### src/core/xdip_pkg.sv
package xdip_pkg;
  // Decode classes
  typedef enum logic [1:0] {
    CLS_SHORT = 2'b00,
    CLS_LONG = 2'b01,
    CLS_VECTOR = 2'b10
  } xdip_class_e;
  // Issue targets
  typedef enum logic [2:0] {
    UNIT_INTX = 3'b000,
    UNIT_INTY = 3'b001,
    UNIT_FPU = 3'b010,
    UNIT_BRANCH = 3'b011,
    UNIT_LOAD = 3'b100,
    UNIT_STORE = 3'b101
  } xdip_unit_e;
  // Operation kinds presented by the predecoder
  typedef enum logic [2:0] {
    OP_ALU = 3'b000,
    OP_CARRY = 3'b001,
    OP_SHIFT_IMM = 3'b010,
    OP_FP = 3'b011,
    OP_COND_JUMP = 3'b100,
    OP_LOAD = 3'b101,
    OP_STORE = 3'b110,
    OP_MICRO = 3'b111
  } xdip_op_e;
  localparam logic [3:0] SHORT_MAX_LEN = 4'h7;
  localparam logic [2:0] MISPRED_MIN = 3'h1;
  localparam logic [2:0] MISPRED_MAX = 3'h4;
  localparam logic [1:0] MISALIGN_EXTRA = 2'h1;
  localparam logic [1:0] PREFIX_FREE = 2'h1;
endpackage : xdip_pkg

### src/core/xdip_slot_if.sv
`timescale 1ns/1ps
interface xdip_slot_if;
  logic valid;
  logic [3:0] length;
  logic [1:0] prefixCount;
  xdip_pkg::xdip_op_e op;
  logic misaligned;
  xdip_pkg::xdip_class_e decClass;
  xdip_pkg::xdip_unit_e unit;
  logic needsPrefixDelay;
  logic accessDelay;
  modport decoder (input length, prefixCount, op, misaligned, valid,
    output decClass, unit, needsPrefixDelay, accessDelay);
  modport user (output length, prefixCount, op, misaligned, valid,
    input decClass, unit, needsPrefixDelay, accessDelay);
endinterface : xdip_slot_if

### src/core/xdip_classify.sv
`timescale 1ns/1ps
module xdip_classify (
  xdip_slot_if.decoder slot
);
  always_comb begin
    // Over seven bytes goes long or vector only
    if (slot.op == xdip_pkg::OP_MICRO) begin
      slot.decClass = xdip_pkg::CLS_VECTOR;
    end else if (slot.length > xdip_pkg::SHORT_MAX_LEN) begin
      slot.decClass = xdip_pkg::CLS_LONG;
    end else begin
      slot.decClass = xdip_pkg::CLS_SHORT;
    end
    case (slot.op)
      xdip_pkg::OP_CARRY: slot.unit = xdip_pkg::UNIT_INTX;
      xdip_pkg::OP_SHIFT_IMM: slot.unit = xdip_pkg::UNIT_INTX;
      xdip_pkg::OP_FP: slot.unit = xdip_pkg::UNIT_FPU;
      xdip_pkg::OP_COND_JUMP: slot.unit = xdip_pkg::UNIT_BRANCH;
      xdip_pkg::OP_LOAD: slot.unit = xdip_pkg::UNIT_LOAD;
      xdip_pkg::OP_STORE: slot.unit = xdip_pkg::UNIT_STORE;
      default: slot.unit = xdip_pkg::UNIT_INTY;
    endcase
    slot.needsPrefixDelay = slot.valid &&
      (slot.prefixCount > xdip_pkg::PREFIX_FREE);
    slot.accessDelay = slot.valid && slot.misaligned &&
      (slot.op == xdip_pkg::OP_LOAD || slot.op == xdip_pkg::OP_STORE);
  end
endmodule : xdip_classify

### src/core/xdip_decode_issue.sv
`timescale 1ns/1ps
module xdip_decode_issue (
  // Clock and reset
  input wire logic core_clk,
  input wire logic reset_n,
  // Fetch side, two slots
  input wire logic fetchValid0,
  input wire logic [3:0] fetchLen0,
  input wire logic [1:0] fetchPrefix0,
  input wire xdip_pkg::xdip_op_e fetchOp0,
  input wire logic fetchMisalign0,
  input wire logic fetchValid1,
  input wire logic [3:0] fetchLen1,
  input wire logic [1:0] fetchPrefix1,
  input wire xdip_pkg::xdip_op_e fetchOp1,
  input wire logic fetchMisalign1,
  input wire logic lineSplit,
  input wire logic completeAvail,
  input wire logic regDepend,
  // Branch resolution
  input wire logic mispredict,
  input wire logic [2:0] resolveStage,
  // Decode outputs
  output logic fetchReady,
  output logic issueValid0,
  output logic issueValid1,
  output xdip_pkg::xdip_unit_e issueUnit0,
  output xdip_pkg::xdip_unit_e issueUnit1,
  output xdip_pkg::xdip_class_e issueClass0,
  output xdip_pkg::xdip_class_e issueClass1,
  output logic issueExtraCycle0,
  output logic issueExtraCycle1
);
  typedef enum logic [1:0] {
    ST_RUN = 2'b00,
    ST_PREFIX = 2'b01,
    ST_FLUSH = 2'b10
  } xdip_state_e;

  xdip_slot_if s0 ();
  xdip_slot_if s1 ();
  xdip_classify u_cls0 (.slot(s0));
  xdip_classify u_cls1 (.slot(s1));

  assign s0.valid = fetchValid0;
  assign s0.length = fetchLen0;
  assign s0.prefixCount = fetchPrefix0;
  assign s0.op = fetchOp0;
  assign s0.misaligned = fetchMisalign0;
  assign s1.valid = fetchValid1;
  assign s1.length = fetchLen1;
  assign s1.prefixCount = fetchPrefix1;
  assign s1.op = fetchOp1;
  assign s1.misaligned = fetchMisalign1;

  xdip_state_e state_reg, state_next;
  logic [2:0] flush_reg, flush_next;
  logic v0_reg, v0_next, v1_reg, v1_next;
  xdip_pkg::xdip_unit_e u0_reg, u0_next, u1_reg, u1_next;
  xdip_pkg::xdip_class_e c0_reg, c0_next, c1_reg, c1_next;
  logic x0_reg, x0_next, x1_reg, x1_next;

  function automatic logic [2:0] clampPenalty(input logic [2:0] stage);
    if (stage < xdip_pkg::MISPRED_MIN) begin
      clampPenalty = xdip_pkg::MISPRED_MIN;
    end else if (stage > xdip_pkg::MISPRED_MAX) begin
      clampPenalty = xdip_pkg::MISPRED_MAX;
    end else begin
      clampPenalty = stage;
    end
  endfunction : clampPenalty

  logic splitStall;
  logic pairOk;
  logic canDecode;
  logic [1:0] unused;

  always_comb begin
    unused = {regDepend, 1'b0};
    splitStall = lineSplit && !completeAvail;
    // Second slot pairs only when both short and not both on X unit
    pairOk = fetchValid1 && s0.decClass == xdip_pkg::CLS_SHORT &&
      s1.decClass == xdip_pkg::CLS_SHORT &&
      !(s0.unit == xdip_pkg::UNIT_INTX && s1.unit == xdip_pkg::UNIT_INTX) &&
      !s1.needsPrefixDelay;
    // Prefix slot still waits out a line split
    canDecode = (state_reg == ST_RUN && !splitStall && !mispredict &&
      !s0.needsPrefixDelay) || (state_reg == ST_PREFIX && !splitStall);
  end

  always_comb begin
    state_next = state_reg;
    flush_next = flush_reg;
    v0_next = 1'b0;
    v1_next = 1'b0;
    u0_next = u0_reg;
    u1_next = u1_reg;
    c0_next = c0_reg;
    c1_next = c1_reg;
    x0_next = 1'b0;
    x1_next = 1'b0;
    case (state_reg)
      ST_RUN: begin
        if (mispredict) begin
          state_next = ST_FLUSH;
          flush_next = clampPenalty(resolveStage) - 3'h1;
        end else if (fetchValid0 && !splitStall &&
            s0.needsPrefixDelay) begin
          state_next = ST_PREFIX;
        end
      end
      ST_PREFIX: begin
        if (mispredict) begin
          state_next = ST_FLUSH;
          flush_next = clampPenalty(resolveStage) - 3'h1;
        end else if (!splitStall) begin
          state_next = ST_RUN;
        end
      end
      ST_FLUSH: begin
        if (flush_reg == 3'h0) begin
          state_next = ST_RUN;
        end else begin
          flush_next = flush_reg - 3'h1;
        end
      end
      default: state_next = ST_RUN;
    endcase
    if (canDecode && !mispredict && fetchValid0) begin
      v0_next = 1'b1;
      u0_next = s0.unit;
      c0_next = s0.decClass;
      x0_next = s0.accessDelay;
      if (pairOk) begin
        v1_next = 1'b1;
        u1_next = s1.unit;
        c1_next = s1.decClass;
        x1_next = s1.accessDelay;
      end
    end
    if (!reset_n) begin
      state_next = ST_RUN;
      flush_next = 3'h0;
      v0_next = 1'b0;
      v1_next = 1'b0;
      u0_next = xdip_pkg::UNIT_INTY;
      u1_next = xdip_pkg::UNIT_INTY;
      c0_next = xdip_pkg::CLS_SHORT;
      c1_next = xdip_pkg::CLS_SHORT;
      x0_next = 1'b0;
      x1_next = 1'b0;
    end
  end

  always_ff @(posedge core_clk) begin
    state_reg <= state_next;
    flush_reg <= flush_next;
    v0_reg <= v0_next;
    v1_reg <= v1_next;
    u0_reg <= u0_next;
    u1_reg <= u1_next;
    c0_reg <= c0_next;
    c1_reg <= c1_next;
    x0_reg <= x0_next;
    x1_reg <= x1_next;
  end

  // Fetch slots consumed only on the cycle they are decoded
  assign fetchReady = reset_n && canDecode && !mispredict;
  assign issueValid0 = v0_reg;
  assign issueValid1 = v1_reg;
  assign issueUnit0 = u0_reg;
  assign issueUnit1 = u1_reg;
  assign issueClass0 = c0_reg;
  assign issueClass1 = c1_reg;
  assign issueExtraCycle0 = x0_reg;
  assign issueExtraCycle1 = x1_reg;
endmodule : xdip_decode_issue

### config.mk
export PLATFORM = sky130hd
export DESIGN_NAME = xdip_decode_issue
export DESIGN_NICKNAME = d
export VERILOG_FILES = /design/src/core/xdip_pkg.sv /design/src/core/xdip_slot_if.sv /design/src/core/xdip_classify.sv /design/src/core/xdip_decode_issue.sv
export SDC_FILE = /design/constraint.sdc
export NUM_CORES = 1
export LEC_CHECK = 0
export ABC_CLOCK_PERIOD_IN_PS = 1700
export BUFFER_PORTS_ARGS = -buffer_cell sky130_fd_sc_hd__buf_2
export CAP_MARGIN = 15
export CORE_ASPECT_RATIO = 0.6
export CORE_UTILIZATION = 40
export CTS_CLUSTER_DIAMETER = 100
export DETAILED_ROUTE_END_ITERATION = 7
export GPL_TIMING_DRIVEN = 0
export PLACE_DENSITY = 0.74
export SYNTH_ARGS = -nofsm -noshare
export SYNTH_HDL_FRONTEND = slang
export SYNTH_SLANG_ARGS = --single-unit
export TNS_END_PERCENT = 5
### constraint.sdc
create_clock -name core_clk -period 1.7 [get_ports core_clk]
set_clock_uncertainty 0.15 [all_clocks]
set_input_delay 0.255 -clock core_clk [delete_from_list [all_inputs] [get_ports core_clk]]
set_output_delay 0.255 -clock core_clk [all_outputs]
set_load 0.01 [all_outputs]
==> key figures <==
Routing
  • Via/cell ratio: 5.09
  • Number of detailed-route iterations in the first pass: 4
  • Vias after detailed routing: around 890
  • Antenna viol nets, final: 0
  • Wire length per cell: ~13 um
  • Drt total wl: about 2200 um
  • First-iteration detailed-routing DRC count: 35
  • Detailed-route DRC error count: 0

Synth
  • Post-synthesis share of cell area spent on full adders, half adders and majority gates: ~1.3%
  • #FFs+latches synth: 19
  • Portion of the post-synthesis area used by sequential elements: between 40% and 50%
  • Synth area leader: sky130_fd_sc_hd__dfxtp_1
  • Xor/xnor share of the synthesized area: under 10%
  • Share of flip-flops with an asynchronous set or reset after synthesis: 0%
  • Warnings from Yosys: 0
  • Synth Flop Type: sky130_fd_sc_hd__dfxtp_1
  • Top cell type's share of synthesized area: between 40% and 50%
  • Share of cell area taken by muxes after synthesis: under 10%
  • Mapped Nets: roughly 130
  • Ranking of synthesized cells by area: sky130_fd_sc_hd__dfxtp_1 41%, sky130_fd_sc_hd__mux2i_1 6.4%, sky130_fd_sc_hd__nand2_1 4.0%
  • Unique masters post-synth: 37
  • Number of standard cells after synthesis: just over 100
  • Main combinational cell family by area after synthesis: simple AND/OR/NAND/NOR gates
  • Mean instance size in the synthesized netlist: 9.20 um^2
  • Synthesized-area fraction occupied by ao, oa, aoi and oai cells: 13.9%
  • Synth Area in Simple Gates: 30.8%
  • Number of synthesized flops with an enable pin: 0
  • Area of the mapped netlist: between 900 and 1000 um^2

Clock tree
  • Post-CTS clock slew at the launch and capture registers of the worst setup and hold paths: roughly 0.070 ns
  • Clock buffer count from CTS: 3
  • Clock tree root driver cell: sky130_fd_sc_hd__clkbuf_8
  • Count of hold-fix buffers inserted at cts: 0
  • Insertion delay to the later sink of the worst-skew pair: about 0.25 ns
  • Worst-case clock buffer depth: 2
  • Number of clock sinks: 19
  • Clock tree from TritonCTS: yes
  • Number of H-tree branching levels: 1

Worst hold path
  • Hold path cells: 3
  • Origin of the worst min-delay path: fetchMisalign1
  • Worst hold path type: in -> reg
  • Worst hold path endpoint: issueExtraCycle1$_SDFF_PN0_

Finish
  • Share of the core filled with cells in the final layout: about three fifths
  • Ant. Diodes: 0
  • Final cell count without fillers: roughly 170
  • Most frequent cells in the layout: 36 x sky130_fd_sc_hd__buf_2, 17 x sky130_fd_sc_hd__dfxtp_1, 10 x sky130_fd_sc_hd__nand2_1, 9 x sky130_fd_sc_hd__nor2_1, 6 x sky130_fd_sc_hd__mux2i_1
  • Area growth, synth to finish: 35.7%
  • Proportion of layout cells with a drive suffix above 1: 39.6%
  • Nets: 177
  • Most frequent standard cell in the layout excluding fill and tap cells: sky130_fd_sc_hd__buf_2

Worst setup path
  • Crit Path Max Fanout: 5
  • Critical R2R Capture: flush_reg[2]$_SDFFE_PN0P_
  • Critical path type: reg -> reg
  • CP startpoint kind: register
  • Required @ worst endpoint: roughly 1.7 ns
  • Data arrival time at the worst-slack endpoint: approximately 1.7 ns
  • Crit. End Element: register
  • Register-to-Register Setup Slack: -0.03 ns
  • Launch instance of the worst register-to-register path: state_reg[0]$_SDFFE_PN0P_
  • Number of cell instances on the worst register-to-register path: 6

Die
  • Floorplan die width: about 65 um
  • DIE AREA: roughly 2500 um^2
  • Standard cell core area: 2200 um^2
  • Die Ht: 39.5 um
  • Total I/O pin count: 46
  • Initial Util: a little over two fifths
  • Row cnt: 13

Power
  • Proportion of power drawn by flip-flops and latches: just under 50%
  • Cell internal power dissipation: roughly 720 uW
  • Portion of total power attributed to the clock network: roughly 32%
  • Switch share: about a quarter
  • Total power density per cell area: around 770 nW/um^2
  • Part of the power in combinational logic: between 10% and 20%
  • Worst IR Drop VDD: ~0.00045 V
  • Net switching power figure: between 200 and 300 uW
  • Lkg Pwr: between 0.5 and 0.6 nW

Timing
  • Post-route clock period utilization: 102%
  • Final Critical Period: around 1.7 ns
  • Final Slew Violations: 0
  • Finish-stage setup viols: 1
  • Final-report hold violation count: 0
  • Remaining max-slew budget at the tightest pin: about 72%
  • Final Worst Setup Slack: -0.0274 ns
  • Setup repair after global routing missed its margin: true
  • Highest clock rate: 579 MHz
  • Least-Margin Pin Slew: 0.413 ns

Global route
  • Initial antenna violation count: 0
  • Largest net degree at the start of global routing: 11
  • Vias in the first global route: around 700
  • Global-route wire length before repair: about 3300 um
  • Tot GR Track Use: between 10% and 20%
  • GRT Residual Overflow: 0

Place
  • Final estimated routing congestion in global placement: around 0.7
  • Number of port buffers: 36
  • Cells after DPL: 168
  • Post-detail-place hpwl: 1620 um

Status
  • Violated checks: setup timing
  • Outcome: complete, but fails checks

Run
  • MaxCap Viol Count: 0
## power by group through the flow
stage | registers (mW) | clock network (mW) | logic (mW)
finish | 0.478 | 0.314 | 0.185
global route | 0.480 | 0.346 | 0.203
global placement | 0.485 | 0 | 0.154
floorplan | 0.485 | 0 | 0.0986
CTS | 0.477 | 0.323 | 0.180
detailed placement | 0.487 | 0 | 0.162
## Yosys cell counts, types with 2 or more instances
master / count
sky130_fd_sc_hd__nand2b_1: 3
sky130_fd_sc_hd__and3_2: 2
sky130_fd_sc_hd__a21oi_1: 5
sky130_fd_sc_hd__xor2_1: 2
sky130_fd_sc_hd__and2_1: 2
sky130_fd_sc_hd__mux2i_1: 6
sky130_fd_sc_hd__nor3b_1: 2
sky130_fd_sc_hd__nand2_1: 10
sky130_fd_sc_hd__nor2_1: 10
sky130_fd_sc_hd__nor2b_1: 5
sky130_fd_sc_hd__a211oi_1: 3
sky130_fd_sc_hd__inv_1: 5
sky130_fd_sc_hd__dfxtp_1: 19
sky130_fd_sc_hd__a31oi_1: 2
sky130_fd_sc_hd__nor3_1: 2
sky130_fd_sc_hd__nand3_1: 3
## per-stage QoR
step	TNS, ns	total power [mW]	instance area, um^2	worst slack, ns	hold slack [ns]
2_1_floorplan	-0.0849	0.584	947	-0.0439	0.223
3_3_place_gp	-0.562	0.639	1160	-0.189	0.294
3_5_place_dp	-0.856	0.648	1160	-0.226	0.305
4_1_cts	-0.0103	0.980	1270	-0.0103	0.0616
5_1_grt	-0.139	1.03	1270	-0.109	0.0820
6_report	-0.0274	0.977	1270	-0.0274	0.0662
## critical path, cell delays in order, from the launching register on
cell	delay (ns)
sky130_fd_sc_hd__dfxtp_2	0.38
sky130_fd_sc_hd__and3b_1	0.21
sky130_fd_sc_hd__a31oi_2	0.18
sky130_fd_sc_hd__ha_2	0.23
sky130_fd_sc_hd__a2bb2oi_1	0.16
sky130_fd_sc_hd__a21boi_1	0.08
sky130_fd_sc_hd__o31a_1	0.24
## how the worst max path moves through the flow
stage / from / end / slack, ns
floorplan: fetchLen1[3] / issueUnit1[0]$_SDFFE_PN1P_ / -0.04
global placement: fetchLen1[3] / issueUnit1[0]$_SDFFE_PN1P_ / -0.19
detailed placement: fetchLen0[3] / issueUnit1[0]$_SDFFE_PN1P_ / -0.23
CTS: state_reg[0]$_SDFFE_PN0P_ / flush_reg[2]$_SDFFE_PN0P_ / -0.01
global route: state_reg[0]$_SDFFE_PN0P_ / flush_reg[2]$_SDFFE_PN0P_ / -0.11
finish: state_reg[0]$_SDFFE_PN0P_ / flush_reg[2]$_SDFFE_PN0P_ / -0.03
## cells by family (layout without fill, tap and decap cells)
kind of cell | count (synthesis) | after routing
XOR/XNOR | 2 | 2
flip-flops | 19 | 19
buffers and inverters | 7 | 49
multiplexers | 7 | 7
AND/OR/NAND/NOR | 49 | 49
adder cells (fa/ha/maj) | 1 | 1
AO/OA/AOI/OAI | 17 | 17
## layer usage
metal,wire length (um),track usage [%],share of wire (%),vias up
li1,-,-,-,448
met1,1050,23.7,48,403
met2,973,26.3,44,31
met3,166,7.27,7.5,4
met4,15,6.67,0.68,0
met5,0,0,0,-
## what timing repair did
item | CTS | global route
endpoints found under the setup margin | 3 | 6
resized for setup | 8 | 1
buffers inserted | 2 | 0
hold endpoints to repair | 0 | 0
pin swaps | 3 | 1
## cell type report
class	instances	area, um^2
Clock buffer	4	45.0
Buffer	2	15.0
Sequential cell	19	383
Tap cell	30	37.5
Fill cell	201	922
Inverter	5	18.8
Timing Repair Buffer	38	208
Multi-Input combinational cell	76	567
(Power assumes the default switching activity.)
